<file path="src/core/pwr_sup_pkg.sv">
// Constants shared by the logger power supervisor.
// Assumes a single 40 MHz system clock and a plain register port.
package pwr_sup_pkg;
    // System clock
    localparam int CLK_HZ        = 40_000_000;
    localparam int MS_PER_S      = 1000;
    // Clock cycles in one millisecond tick
    localparam int CYC_PER_MS    = CLK_HZ / MS_PER_S;
    // Intervals in their printed units
    localparam int DEBOUNCE_MS   = 1000;
    localparam int PG_WAIT_MIN   = 3;
    localparam int WDOG_MIN      = 2;
    localparam int EMERG_MIN     = 60;
    localparam int MS_PER_MIN    = 60_000;
    // Intervals in millisecond ticks
    localparam int PG_WAIT_TICKS = PG_WAIT_MIN * MS_PER_MIN;
    localparam int WDOG_TICKS    = WDOG_MIN * MS_PER_MIN;
    localparam int EMERG_TICKS   = EMERG_MIN * MS_PER_MIN;
    // Register offsets (byte addresses)
    localparam logic [7:0] CTRL_OFS  = 8'h00;
    localparam logic [7:0] STAT_OFS  = 8'h04;
    localparam logic [7:0] IRQS_OFS  = 8'h08;
    localparam logic [7:0] IRQM_OFS  = 8'h0C;
    localparam logic [7:0] KICK_OFS  = 8'h10;
    // Control fields
    localparam int CTRL_WDOG_ON  = 0;
    // Status fields
    localparam int ST_PWR_ON     = 0;
    localparam int ST_PGOOD      = 1;
    localparam int ST_PBAD       = 2;
    localparam int ST_WDOG       = 3;
    localparam int ST_SHUTDN     = 4;
    localparam int ST_REMOTE     = 5;
    localparam int ST_WR_EN      = 6;
    // Event bits, same layout in status and mask
    localparam int EV_ON         = 0;
    localparam int EV_PGOOD      = 1;
    localparam int EV_PG_TMO     = 2;
    localparam int EV_WDOG_TMO   = 3;
    localparam int EV_SHUTDN     = 4;
    localparam int EV_EMERG      = 5;
    localparam int EV_PBAD       = 6;
    localparam int EV_W          = 7;
    // Reset values
    localparam logic [EV_W-1:0] IRQM_RST = 7'h00;
    // Supervisor states
    typedef enum logic [1:0] {
        ST_OFF,
        ST_WAIT_PG,
        ST_RUN,
        ST_SHUTDOWN
    } sup_state_t;
endpackage

</file>
<file path="src/core/logger_power_supervisor.sv">
// Power supervisor for a data logger: remote wake debounce, storage
// write gating on power good, watchdog and shutdown deadlines.
// Assumes all inputs synchronous to CLK_SYS_I and one register master.
`timescale 1ns/1ps
module logger_power_supervisor #(
    parameter int CYC_MS   = pwr_sup_pkg::CYC_PER_MS,
    parameter int DEB_MS   = pwr_sup_pkg::DEBOUNCE_MS,
    parameter int PG_MS    = pwr_sup_pkg::PG_WAIT_TICKS,
    parameter int WDOG_MS  = pwr_sup_pkg::WDOG_TICKS,
    parameter int EMERG_MS = pwr_sup_pkg::EMERG_TICKS
) (
    // Clock and reset
    input  wire logic        CLK_SYS_I,
    input  wire logic        RSTN_I,
    // Supply monitoring
    input  wire logic        REMOTE_WAKE_I,
    input  wire logic        HOLD_UP_CAPACITORS_CHARGED_I,
    input  wire logic        EXC_LOW_I,
    // Register port
    input  wire logic [7:0]  ADDR_I,
    input  wire logic [31:0] WDATA_I,
    input  wire logic        WR_I,
    input  wire logic        RD_I,
    output logic      [31:0] RDATA_O,
    // Power control and status
    output logic             POWER_EN_O,
    output logic             WRITE_EN_O,
    output logic             POWER_GOOD_O,
    output logic             POWER_BAD_O,
    output logic             HOST_CTRL_O,
    output logic             SHUTDOWN_O,
    output logic             IRQ_O
);

    // Counter reached its limit on this tick
    function automatic logic reached(input logic [31:0] cnt,
                                     input int lim);
        reached = (cnt >= 32'(lim));
    endfunction

    // Millisecond tick
    logic [31:0] pre_cnt;      // Clock cycles within the current ms
    wire         ms_tick = reached(pre_cnt, CYC_MS - 1);

    // Free prescaler; every interval below counts these ticks
    always_ff @(posedge CLK_SYS_I or negedge RSTN_I) begin
        if (!RSTN_I) begin
            pre_cnt <= 32'h0;
        end else if (ms_tick) begin
            pre_cnt <= 32'h0;
        end else begin
            pre_cnt <= pre_cnt + 32'h1;
        end
    end

    // Remote wake debounce
    logic        remote_deb;   // Debounced remote level
    logic [31:0] deb_cnt;      // Ms the raw level has differed
    wire         deb_diff = REMOTE_WAKE_I != remote_deb;
    // Needs DEB_MS+1 ticks because the first tick may land at once,
    // so the level has held for more than DEB_MS whole milliseconds
    wire         deb_done = deb_diff && ms_tick &&
                            reached(deb_cnt, DEB_MS);
    // Only a freshly accepted rise wakes; a level still high after a
    // timeout must not power the logger straight back on
    wire         wake_accept = deb_done && REMOTE_WAKE_I;

    // Both edges debounced; any blip resets the count
    always_ff @(posedge CLK_SYS_I or negedge RSTN_I) begin
        if (!RSTN_I) begin
            deb_cnt    <= 32'h0;
            remote_deb <= 1'b0;
        end else if (!deb_diff) begin
            deb_cnt <= 32'h0;
        end else if (deb_done) begin
            deb_cnt    <= 32'h0;
            remote_deb <= REMOTE_WAKE_I;
        end else if (ms_tick) begin
            deb_cnt <= deb_cnt + 32'h1;
        end
    end

    // Main sequence
    pwr_sup_pkg::sup_state_t state;       // Current state
    pwr_sup_pkg::sup_state_t next_state;  // Next state
    logic [31:0] st_cnt;       // Ms spent in current state
    logic [31:0] wd_cnt;       // Ms since last kick toggle
    logic        wdog_on;      // Host owns operation
    logic        kick_bit;     // Last written kick bit
    logic        pgood;        // Registered capacitor charge state
    logic        pbad;         // Registered excitation low flag

    // Register decode
    wire sel_ctrl = ADDR_I == pwr_sup_pkg::CTRL_OFS;
    wire sel_stat = ADDR_I == pwr_sup_pkg::STAT_OFS;
    wire sel_irqs = ADDR_I == pwr_sup_pkg::IRQS_OFS;
    wire sel_irqm = ADDR_I == pwr_sup_pkg::IRQM_OFS;
    wire sel_kick = ADDR_I == pwr_sup_pkg::KICK_OFS;
    wire powered  = state != pwr_sup_pkg::ST_OFF;

    // Host may only take over while the logger is powered, in any state but ST_OFF
    wire wd_arm   = WR_I && sel_ctrl && powered &&
                    WDATA_I[pwr_sup_pkg::CTRL_WDOG_ON];
    wire kicked   = WR_I && sel_kick && (WDATA_I[0] != kick_bit);

    // Timeouts
    wire pg_tmo   = state == pwr_sup_pkg::ST_WAIT_PG && ms_tick &&
                    reached(st_cnt, PG_MS - 1);
    wire em_tmo   = state == pwr_sup_pkg::ST_SHUTDOWN && ms_tick &&
                    reached(st_cnt, EMERG_MS - 1);
    // Trips one tick past the limit, so strictly longer than it
    wire wd_tmo   = wdog_on && powered && !kicked && ms_tick &&
                    reached(wd_cnt, WDOG_MS);

    // Next state
    always_comb begin
        next_state = state;
        case (state)
            pwr_sup_pkg::ST_OFF: begin
                if (wake_accept) begin
                    next_state = pwr_sup_pkg::ST_WAIT_PG;
                end
            end
            pwr_sup_pkg::ST_WAIT_PG: begin
                if (pg_tmo) begin
                    next_state = pwr_sup_pkg::ST_OFF;
                end else if (pgood) begin
                    next_state = pwr_sup_pkg::ST_RUN;
                end else if (!remote_deb) begin
                    next_state = pwr_sup_pkg::ST_SHUTDOWN;
                end
            end
            pwr_sup_pkg::ST_RUN: begin
                if (!remote_deb) begin
                    next_state = pwr_sup_pkg::ST_SHUTDOWN;
                end
            end
            pwr_sup_pkg::ST_SHUTDOWN: begin
                if (em_tmo) begin
                    next_state = pwr_sup_pkg::ST_OFF;
                end
            end
            default: begin
                next_state = pwr_sup_pkg::ST_OFF;
            end
        endcase
        // Watchdog expiry overrides every other path
        if (wd_tmo) begin
            next_state = pwr_sup_pkg::ST_OFF;
        end
    end

    // State register and state timer
    always_ff @(posedge CLK_SYS_I or negedge RSTN_I) begin
        if (!RSTN_I) begin
            state  <= pwr_sup_pkg::ST_OFF;
            st_cnt <= 32'h0;
        end else begin
            state <= next_state;
            if (next_state != state) begin
                st_cnt <= 32'h0;
            end else if (ms_tick) begin
                st_cnt <= st_cnt + 32'h1;
            end
        end
    end

    // Watchdog: armed by software, dropped only when power goes off
    always_ff @(posedge CLK_SYS_I or negedge RSTN_I) begin
        if (!RSTN_I) begin
            wdog_on  <= 1'b0;
            wd_cnt   <= 32'h0;
            kick_bit <= 1'b0;
        end else if (next_state == pwr_sup_pkg::ST_OFF) begin
            wdog_on <= 1'b0;
            wd_cnt  <= 32'h0;
        end else begin
            if (wd_arm) begin
                wdog_on <= 1'b1;
            end
            if (WR_I && sel_kick) begin
                kick_bit <= WDATA_I[0];
            end
            // Only a change of the bit proves the host alive
            if (kicked || !wdog_on) begin
                wd_cnt <= 32'h0;
            end else if (ms_tick) begin
                wd_cnt <= wd_cnt + 32'h1;
            end
        end
    end

    // Supply flags; power bad ignores capacitor charge entirely
    always_ff @(posedge CLK_SYS_I or negedge RSTN_I) begin
        if (!RSTN_I) begin
            pgood <= 1'b0;
            pbad  <= 1'b0;
        end else begin
            pgood <= powered && HOLD_UP_CAPACITORS_CHARGED_I;
            pbad  <= EXC_LOW_I;
        end
    end

    // Interrupt events, one cycle each
    logic [pwr_sup_pkg::EV_W-1:0] irq_stat;   // Sticky events
    logic [pwr_sup_pkg::EV_W-1:0] irq_mask;   // Enable per event
    logic [pwr_sup_pkg::EV_W-1:0] events;     // This cycle's events
    wire entering = next_state != state;
    always_comb begin
        events = '0;
        events[pwr_sup_pkg::EV_ON]       = entering &&
            next_state == pwr_sup_pkg::ST_WAIT_PG;
        events[pwr_sup_pkg::EV_PGOOD]    = entering &&
            next_state == pwr_sup_pkg::ST_RUN;
        events[pwr_sup_pkg::EV_PG_TMO]   = pg_tmo;
        events[pwr_sup_pkg::EV_WDOG_TMO] = wd_tmo;
        events[pwr_sup_pkg::EV_SHUTDN]   = entering &&
            next_state == pwr_sup_pkg::ST_SHUTDOWN;
        events[pwr_sup_pkg::EV_EMERG]    = em_tmo;
        events[pwr_sup_pkg::EV_PBAD]     = EXC_LOW_I && !pbad;
    end

    // Write-one-to-clear; a new event in the same cycle wins
    wire [pwr_sup_pkg::EV_W-1:0] irq_clr =
        (WR_I && sel_irqs) ? WDATA_I[pwr_sup_pkg::EV_W-1:0] : '0;

    // Interrupt status and mask registers
    always_ff @(posedge CLK_SYS_I or negedge RSTN_I) begin
        if (!RSTN_I) begin
            irq_stat <= '0;
            irq_mask <= pwr_sup_pkg::IRQM_RST;
        end else begin
            irq_stat <= (irq_stat & ~irq_clr) | events;
            if (WR_I && sel_irqm) begin
                irq_mask <= WDATA_I[pwr_sup_pkg::EV_W-1:0];
            end
        end
    end

    // Write gate: storage only while the capacitors can hold up
    wire wr_gate = pgood && (state == pwr_sup_pkg::ST_RUN ||
                   state == pwr_sup_pkg::ST_SHUTDOWN);

    // Status word
    logic [31:0] stat_word;
    always_comb begin
        stat_word = 32'h0;
        stat_word[pwr_sup_pkg::ST_PWR_ON] = powered;
        stat_word[pwr_sup_pkg::ST_PGOOD]  = pgood;
        stat_word[pwr_sup_pkg::ST_PBAD]   = pbad;
        stat_word[pwr_sup_pkg::ST_WDOG]   = wdog_on;
        stat_word[pwr_sup_pkg::ST_SHUTDN] =
            state == pwr_sup_pkg::ST_SHUTDOWN;
        stat_word[pwr_sup_pkg::ST_REMOTE] = remote_deb;
        stat_word[pwr_sup_pkg::ST_WR_EN]  = wr_gate;
    end

    // Read mux; unmapped addresses read zero
    wire [31:0] rd_mux =
        sel_ctrl ? {31'h0, wdog_on} :
        sel_stat ? stat_word :
        sel_irqs ? {25'h0, irq_stat} :
        sel_irqm ? {25'h0, irq_mask} :
        sel_kick ? {31'h0, kick_bit} : 32'h0;

    // Read data lasts exactly the cycle after the strobe
    always_ff @(posedge CLK_SYS_I or negedge RSTN_I) begin
        if (!RSTN_I) begin
            RDATA_O <= 32'h0;
        end else begin
            RDATA_O <= RD_I ? rd_mux : 32'h0;
        end
    end

    // Outputs, all from flip-flops
    always_ff @(posedge CLK_SYS_I or negedge RSTN_I) begin
        if (!RSTN_I) begin
            POWER_EN_O   <= 1'b0;
            WRITE_EN_O   <= 1'b0;
            POWER_GOOD_O <= 1'b0;
            POWER_BAD_O  <= 1'b0;
            HOST_CTRL_O  <= 1'b0;
            SHUTDOWN_O   <= 1'b0;
            IRQ_O        <= 1'b0;
        end else begin
            POWER_EN_O   <= powered;
            WRITE_EN_O   <= wr_gate;
            POWER_GOOD_O <= pgood;
            POWER_BAD_O  <= pbad;
            HOST_CTRL_O  <= wdog_on;
            SHUTDOWN_O   <= state == pwr_sup_pkg::ST_SHUTDOWN;
            IRQ_O        <= |(irq_stat & irq_mask);
        end
    end

endmodule // logger_power_supervisor

</file>
<file path="config.mk">
export PLATFORM = sky130hd
export DESIGN_NAME = logger_power_supervisor
export DESIGN_NICKNAME = d
export VERILOG_FILES = /design/src/core/pwr_sup_pkg.sv /design/src/core/logger_power_supervisor.sv
export SDC_FILE = /design/constraint.sdc
export NUM_CORES = 1
export LEC_CHECK = 0
export CORE_ASPECT_RATIO = 0.7
export CORE_UTILIZATION = 45
export CTS_CLUSTER_DIAMETER = 150
export DETAILED_ROUTE_END_ITERATION = 6
export DONT_BUFFER_PORTS = 1
export GPL_TIMING_DRIVEN = 0
export HOLD_SLACK_MARGIN = 0.12
export PLACE_DENSITY = 0.68
export SLEW_MARGIN = 20
export SYNTH_ARGS = -nofsm -noshare
export SYNTH_HDL_FRONTEND = slang
export SYNTH_SLANG_ARGS = --single-unit
</file>
<file path="constraint.sdc">
create_clock -name CLK_SYS_I -period 2.43 [get_ports CLK_SYS_I]
set_input_delay 0.243 -clock CLK_SYS_I [delete_from_list [all_inputs] [get_ports CLK_SYS_I]]
set_output_delay 0.243 -clock CLK_SYS_I [all_outputs]
set_load 0.005 [all_outputs]
</file>
Word-level counts from Yosys, hierarchy flattened
Cells that the tools add are included.
{"block": "word_totals", "out_inout_bits": 39, "elab_cells": 112, "in_bits": 47, "reg_bits": 163}
{"block": "op_classes", "n_lt_le_gt_ge": 5, "n_reduce_logical": 39, "n_eq_ne": 14, "bitwise_logic": 5, "muxes": 25, "add_sub_neg": 4}
{"op": "2-to-1 mux 32 bit", "n": 9}
{"op": "adder 32 x 1 -> 32 bit, second input constant", "n": 4}
{"op": "2-to-1 mux 7 bit", "n": 6}
{"op": "greater-or-equal comparator 32 x 10 -> 1 bit, second input constant", "n": 1}
{"op": "greater-or-equal comparator 32 x 16 -> 1 bit, second input constant", "n": 1}
{"op": "greater-or-equal comparator 32 x 17 -> 1 bit, second input constant", "n": 1}
{"op": "greater-or-equal comparator 32 x 18 -> 1 bit, second input constant", "n": 1}
{"op": "greater-or-equal comparator 32 x 22 -> 1 bit, second input constant", "n": 1}
{"op": "logical AND 1 bit", "n": 24}
{"op": "== test 8 x 4 -> 1 bit, second input constant", "n": 2}
{"op": "bitwise AND 7 bit", "n": 2}
{"op": "2-to-1 mux 2 bit", "n": 6}
{"op": "== test 2 bit, second input constant", "n": 4}
{"op": "== test 8 x 3 -> 1 bit, second input constant", "n": 1}
{"op": "== test 8 x 5 -> 1 bit, second input constant", "n": 1}
{"op": "zero test 8 bit", "n": 1}
{"op": "case mux 2 bit (4 select lines)", "n": 1}
{"op": "NOT 7 bit", "n": 1}
{"op": "bitwise OR 7 bit", "n": 1}
{"op": "OR reduction 7 bit", "n": 1}
{"op": "nonzero test 2 bit", "n": 3}
{"op": "== test 2 x 1 -> 1 bit, second input constant", "n": 2}
{"op": "zero test 2 bit", "n": 2}
{"op": "AND reduction 2 bit", "n": 2}
{"op": "other kinds (8)", "n": 14}

Depth between registers and ports, before layout
{"block": "depth", "depth_word": 11, "mapped_depth": 11, "depth_no_buf": 9}

Worst setup path after synthesis
No wires, ideal clock.
{"block": "synth_timing", "path_type": "register to register", "from": "reg st_cnt[20]", "to": "reg st_cnt[30]", "slack_ns": 0.207, "path_buffers": 1, "t_required_ns": 2.307, "path_stages_with_launch": 9, "setup_ns": 0.123, "arrival_time_ns": 2.100, "period_less_slack_ns": 2.223, "cell_sequence": "dfrtp_1 -> or4_1 -> a21oi_1 -> nand4_1 -> nor4_2 -> o22ai_2 -> xnor2_2 -> buf_6 -> nor3_2"}
{"block": "synth_between", "elab_chain_len": 7, "word_cells_on_any_way": 13, "classes_between": "add/sub (1); order compare (2); eq/ne (1); mux (6); reduce/logical (3)"}
{"element": "start, declared", "line": "logger_power_supervisor.sv:86", "source": "logic [31:0] st_cnt;"}
{"element": "start signal, assigned", "line": "logger_power_supervisor.sv:163", "source": "st_cnt <= st_cnt + 32'h1;"}
{"element": "greater-or-equal comparator 32 x 22 -> 1 bit / greater-or-equal comparator 32 x 18 -> 1 bit (equally long branches)", "line": "logger_power_supervisor.sv:38", "source": "reached = (cnt >= 32'(lim));"}
{"element": "logical AND 1 bit, on equally long branches", "line": "logger_power_supervisor.sv:109, logger_power_supervisor.sv:107"}
{"element": "2-to-1 mux 2 bit, on equally long branches", "line": "logger_power_supervisor.sv:139, logger_power_supervisor.sv:125"}
{"element": "case mux 2 bit (4 select lines)", "line": "logger_power_supervisor.sv:118", "source": "case (state)"}
{"element": "2-to-1 mux 2 bit", "line": "logger_power_supervisor.sv:148", "source": "if (wd_tmo) begin"}
{"element": "inequality test 2 bit", "line": "logger_power_supervisor.sv:160", "source": "if (next_state != state) begin"}
{"element": "2-to-1 mux 32 bit / nonzero test 2 bit (equally long branches)"}
Several ways; a longest one is shown, not always the timed one. The select of a mux whose other input is x is not followed.
A chain may end at the register's enable or synchronous reset.

Worst setup path in the final report
{"block": "layout_timing", "from": "reg pre_cnt[24]", "to": "reg wd_cnt[27]"}
{"block": "layout_between", "elab_chain_len": 9, "word_cells_on_any_way": 18, "classes_between": "order compare (1); mux (6); reduce/logical (11)"}
{"element": "start, declared", "line": "logger_power_supervisor.sv:42", "source": "logic [31:0] pre_cnt;"}
{"element": "start signal, assigned", "line": "logger_power_supervisor.sv:52", "source": "pre_cnt <= pre_cnt + 32'h1;"}
{"element": "greater-or-equal comparator 32 x 16 -> 1 bit (*)", "line": "logger_power_supervisor.sv:38"}
{"element": "logical AND 1 bit (2 in a row)", "line": "logger_power_supervisor.sv:62", "source": "wire deb_done = deb_diff && ms_tick &&"}
{"element": "logical AND 1 bit", "line": "logger_power_supervisor.sv:66", "source": "wire wake_accept = deb_done && REMOTE_WAKE_I;"}
{"element": "2-to-1 mux 2 bit", "line": "logger_power_supervisor.sv:120", "source": "if (wake_accept) begin"}
{"element": "case mux 2 bit (4 select lines)", "line": "logger_power_supervisor.sv:118"}
{"element": "2-to-1 mux 2 bit", "line": "logger_power_supervisor.sv:148"}
{"element": "zero test 2 bit", "line": "logger_power_supervisor.sv:174", "source": "end else if (next_state == pwr_sup_pkg::ST_OFF) begin"}
{"element": "nonzero test 3 bit (no line) / 2-to-1 mux 32 bit (equally long branches)"}
{"element": "end signal, assigned", "line": "logger_power_supervisor.sv:188", "source": "wd_cnt <= wd_cnt + 32'h1;"}
{"element": "end, declared", "line": "logger_power_supervisor.sv:87", "source": "logic [31:0] wd_cnt;"}
Mark *: on every way between the ends. The rest lies on a longest branch, timed or not.

==> key figures <==
Die
  – Num rows: 40
  – Die area: 0.01869 mm2
  – Die X: 163.0 um
  – Core Area: 0.01747 mm2
  – DIE HEIGHT: 114.7 um
  – Starting Density: 46.73%
  – IO Pins: 86

Pwr
  – Pint: 4.634 mW
  – Sequential share of power: 48.1%
  – Leakage power: 4.703 nW
  – Cell Pwr Density: 586.4 mW/mm2
  – Psw: 1.302 mW
  – Combinational group share of total power: 3.5%
  – Worst vdd ir: 0.0005532 V
  – Power share of the clock group: 48.4%
  – Switching Share: 21.94%

Logic synthesis
  – Main combinational cell family by area after synthesis: simple AND/OR/NAND/NOR gates
  – Async S/R FF share, synth: 100.0%
  – Synth Instances: 754
  – Synth Area in XOR/XNOR: 8.461%
  – Sequential share of the synthesized area: 49.97%
  – Syn avg cell area: 10.83 um2
  – Synth Register Bits: 163
  – YS warnings: 0
  – Main synth FF type: dfrtp_1
  – Synth Area in Compound Gates: 6.330%
  – Synth Cell Area: 0.008163 mm2
  – Simple-gate share of the synthesized area: 26.81%
  – Synth Area in Adders: 0.9197%
  – Post-synthesis mux area share: 2.345%
  – Number of synthesized flops with an enable pin: 0
  – Unique masters post-synth: 68

CTS
  – CTS tree: yes
  – Clock root buffer master: clkbuf_16
  – Clk_lat worst skew: 0.44 ns
  – Clk sinks: 163
  – Cts hold-fix bufs: 13
  – Num CTS Buffers: 17
  – Clock Tree Buf Depth: 2
  – CTS H-tree depth: 4
  – Clock transition at path regs: 0.07 ns

Run status
  – Outcome: finished with violations
  – Violated checks: negative hold slack, negative setup slack

GRT
  – Grt ovf: 0
  – Initial antenna violation count: 0
  – Wire length of the first global-routing pass: 29,330 um
  – Vias in the first global route: 5,571
  – Largest net degree at the start of global routing: 164
  – Total GRT Usage: 20.17%

Placement
  – Post-placement worst setup slack: -0.3996 ns
  – Final GP Congestion: 0.8263
  – Detailed placement HPWL: 11,410 um
  – Port Buf Inserts: 0
  – Placement Cell Area: 0.008602 mm2

Detailed routing
  – ANT nets after route: 0
  – Via-to-Cell Ratio: 5.377
  – Vias post-DR: 5,925
  – Avg WL per Cell: 16.52 um
  – Drt initial violations: 524
  – WL final: 18,210 um
  – Pre-antenna DRT Iters: 5
  – # DRC: 0

Worst setup path
  – WS Path Type: reg -> reg
  – FF-to-FF path depth: 10
  – Critical Path End: wd_cnt[27]
  – Reg2reg end: wd_cnt[27]
  – Reg2reg setup slack: -0.09 ns
  – CP arrival: 2.88 ns
  – Critical Path Start Type: flip-flop
  – CP Capture Type: flip-flop
  – CP max FO: 5
  – R2r startpoint: pre_cnt[24]
  – Crit path from: pre_cnt[24]
  – Critical Path RT: 2.79 ns

Timing
  – Final period util: 103.7%
  – Hold Slack: -0.5079 ns
  – Relative slew slack: 27.59%
  – Final Slew Violations: 0
  – TNS Setup: -2.233 ns
  – Slew @ Worst Pin: 1.086 ns
  – Setup ws final: -0.09048 ns
  – RSZ-0062 raised after global routing: true
  – Setup violators final: 59
  – Peak Freq: 396.8 MHz
  – Hold Vio Cnt, Final: 163
  – Fin crit period: 2.520 ns
  – Clock Skew: 0.01088 ns

Job
  – Max-Cap Viols: 0

Layout
  – Fraction of layout cells with a size suffix above 1: 26.41%
  – Diode count: 0
  – Post-route cell area: 0.01012 mm2
  – Nets: 911
  – Synth-to-layout area growth: 24.02%

Hold path
  – Worst Hold Class: in -> async
-- layout make-up --
type                       count  area, um2
tap                          231      289.0
clock inverter                12      178.9
timing repair buffer          47      460.4
clock buffer                  20      446.7
buffer                        54      425.4
fill                        1380       7343
inverter                      11      41.29
sequential                   163       4079
multi-input combinational    564       4203
-- worst max-delay path, stage by stage, from the launching register on --
cell,delay (ns)
dfrtp_1,0.40
nor4_4,0.34
o2111ai_4,0.23
a211o_4,0.40
buf_8,0.14
o21a_1,0.12
o21ai_2,0.22
a21oi_4,0.13
buf_4,0.16
clkbuf_16,0.15
nor3_2,0.15
-- per-layer routing --
metal | vias to the layer above | global-route usage, % | wire, um
met1 | 2937 | 30.47 | 9112
met2 | 149 | 28.20 | 7870
met4 | 0 | 6.106 | 190
met5 | - | 0 | 0
li1 | 2821 | - | -
met3 | 18 | 4.890 | 1036
-- registers in the layout, summed over array words and instances, names as in the netlist --
name,flops
HOST_CTRL_O,1
IRQ_O,1
POWER_BAD_O,1
POWER_EN_O,1
POWER_GOOD_O,1
RDATA_O,7
SHUTDOWN_O,1
WRITE_EN_O,1
deb_cnt,32
irq_mask,7
irq_stat,7
kick_bit,1
pbad,1
pgood,1
pre_cnt,32
remote_deb,1
st_cnt,32
state,2
wd_cnt,32
wdog_on,1
-- logic make-up (layout without fill, tap and decap cells) --
logic type / count (synthesis) / in the layout
XOR/XNOR: 78 / 78
adder cells (fa/ha/maj): 6 / 6
buffers and inverters: 67 / 144
AO/OA/AOI/OAI: 71 / 71
other: 1 / 41
AND/OR/NAND/NOR: 351 / 351
flip-flops: 163 / 163
multiplexers: 17 / 17
-- cell usage after synthesis (all sizes together) (4+ instances only) --
library cell	instances	area [um2]
o21ai	23	115.1
nand2	59	221.5
mux2	14	157.7
and2	6	38.79
nand4	20	125.1
and4	12	105.1
nor4	23	192.7
a21oi	7	46.30
dfrtp	163	4079
nor2b	13	81.33
a22oi	8	60.06
buf	43	327.8
nor3	79	690.7
xnor2	36	322.8
ha	6	75.07
clkbuf	13	48.80
inv	11	41.29
nand3	29	145.1
xor2	42	367.9
nor2	52	195.2
and3	43	269.0
a211oi	4	35.03
-- power by group through the flow --
stage,clock [mW],combinational (mW),sequential [mW]
CTS,2.92,0.201,2.85
global route,3.02,0.232,2.86
global placement,0,0.164,2.89
finish,2.87,0.205,2.86
detailed placement,0,0.167,2.89
floorplan,0,0.148,2.87
-- cells in the final DEF, fill, tap and decap left out, types with 7 or more instances in the layout --
cell type / Yosys / final
conb_1: 1 / 41
buf_8: 0 / 7
o21ai_0: 19 / 17
and3_1: 43 / 42
buf_4: 31 / 54
nor4_1: 18 / 12
nor3_4: 0 / 17
xor2_1: 42 / 41
a22oi_1: 8 / 8
nor2b_1: 13 / 13
nand3_1: 29 / 26
inv_1: 10 / 10
clkbuf_16: 0 / 19
dlygate4sd3_1: 0 / 13
mux2_2: 14 / 14
nand4_1: 20 / 20
nor3_2: 59 / 50
nor4_4: 2 / 8
nor2_1: 52 / 51
nor3_1: 20 / 12
clkbuf_1: 13 / 10
and4_1: 12 / 12
dfrtp_1: 163 / 163
nand2_1: 59 / 59
xnor2_1: 35 / 35
-- worst min-delay path by stage --
stage | cells after the start | end | start
after floorplan | 0 | HOST_CTRL_O | RSTN_I
after global placement | 0 | st_cnt[19] | RSTN_I
after detailed placement | 0 | st_cnt[19] | RSTN_I
after CTS | 0 | RDATA_O[0] | RSTN_I
after global routing | 0 | st_cnt[12] | RSTN_I
final | 0 | st_cnt[19] | RSTN_I
-- repair_timing --
action / 4_1_cts / 5_1_grt
setup endpoints to repair: 102 / 95
gates cloned: 1 / 2
setup buffers: 18 / 14
gates resized for setup: 44 / 43
hold endpoints to repair: 183 / 163
pin swaps: 9 / 29
-- metrics by stage --
step	hold slack (ns)	utilization, %	total power, mW	cells
final	-0.5079	57.96	5.936	1102
after global routing	-0.5198	57.96	6.119	1102
after CTS	-0.5144	55.95	5.968	1089
after detailed placement	-0.04687	49.25	3.055	1025
after global placement	-0.04772	49.25	3.049	1025
after floorplan	-0.05259	-	3.022	794
(Power assumes the default switching activity.)
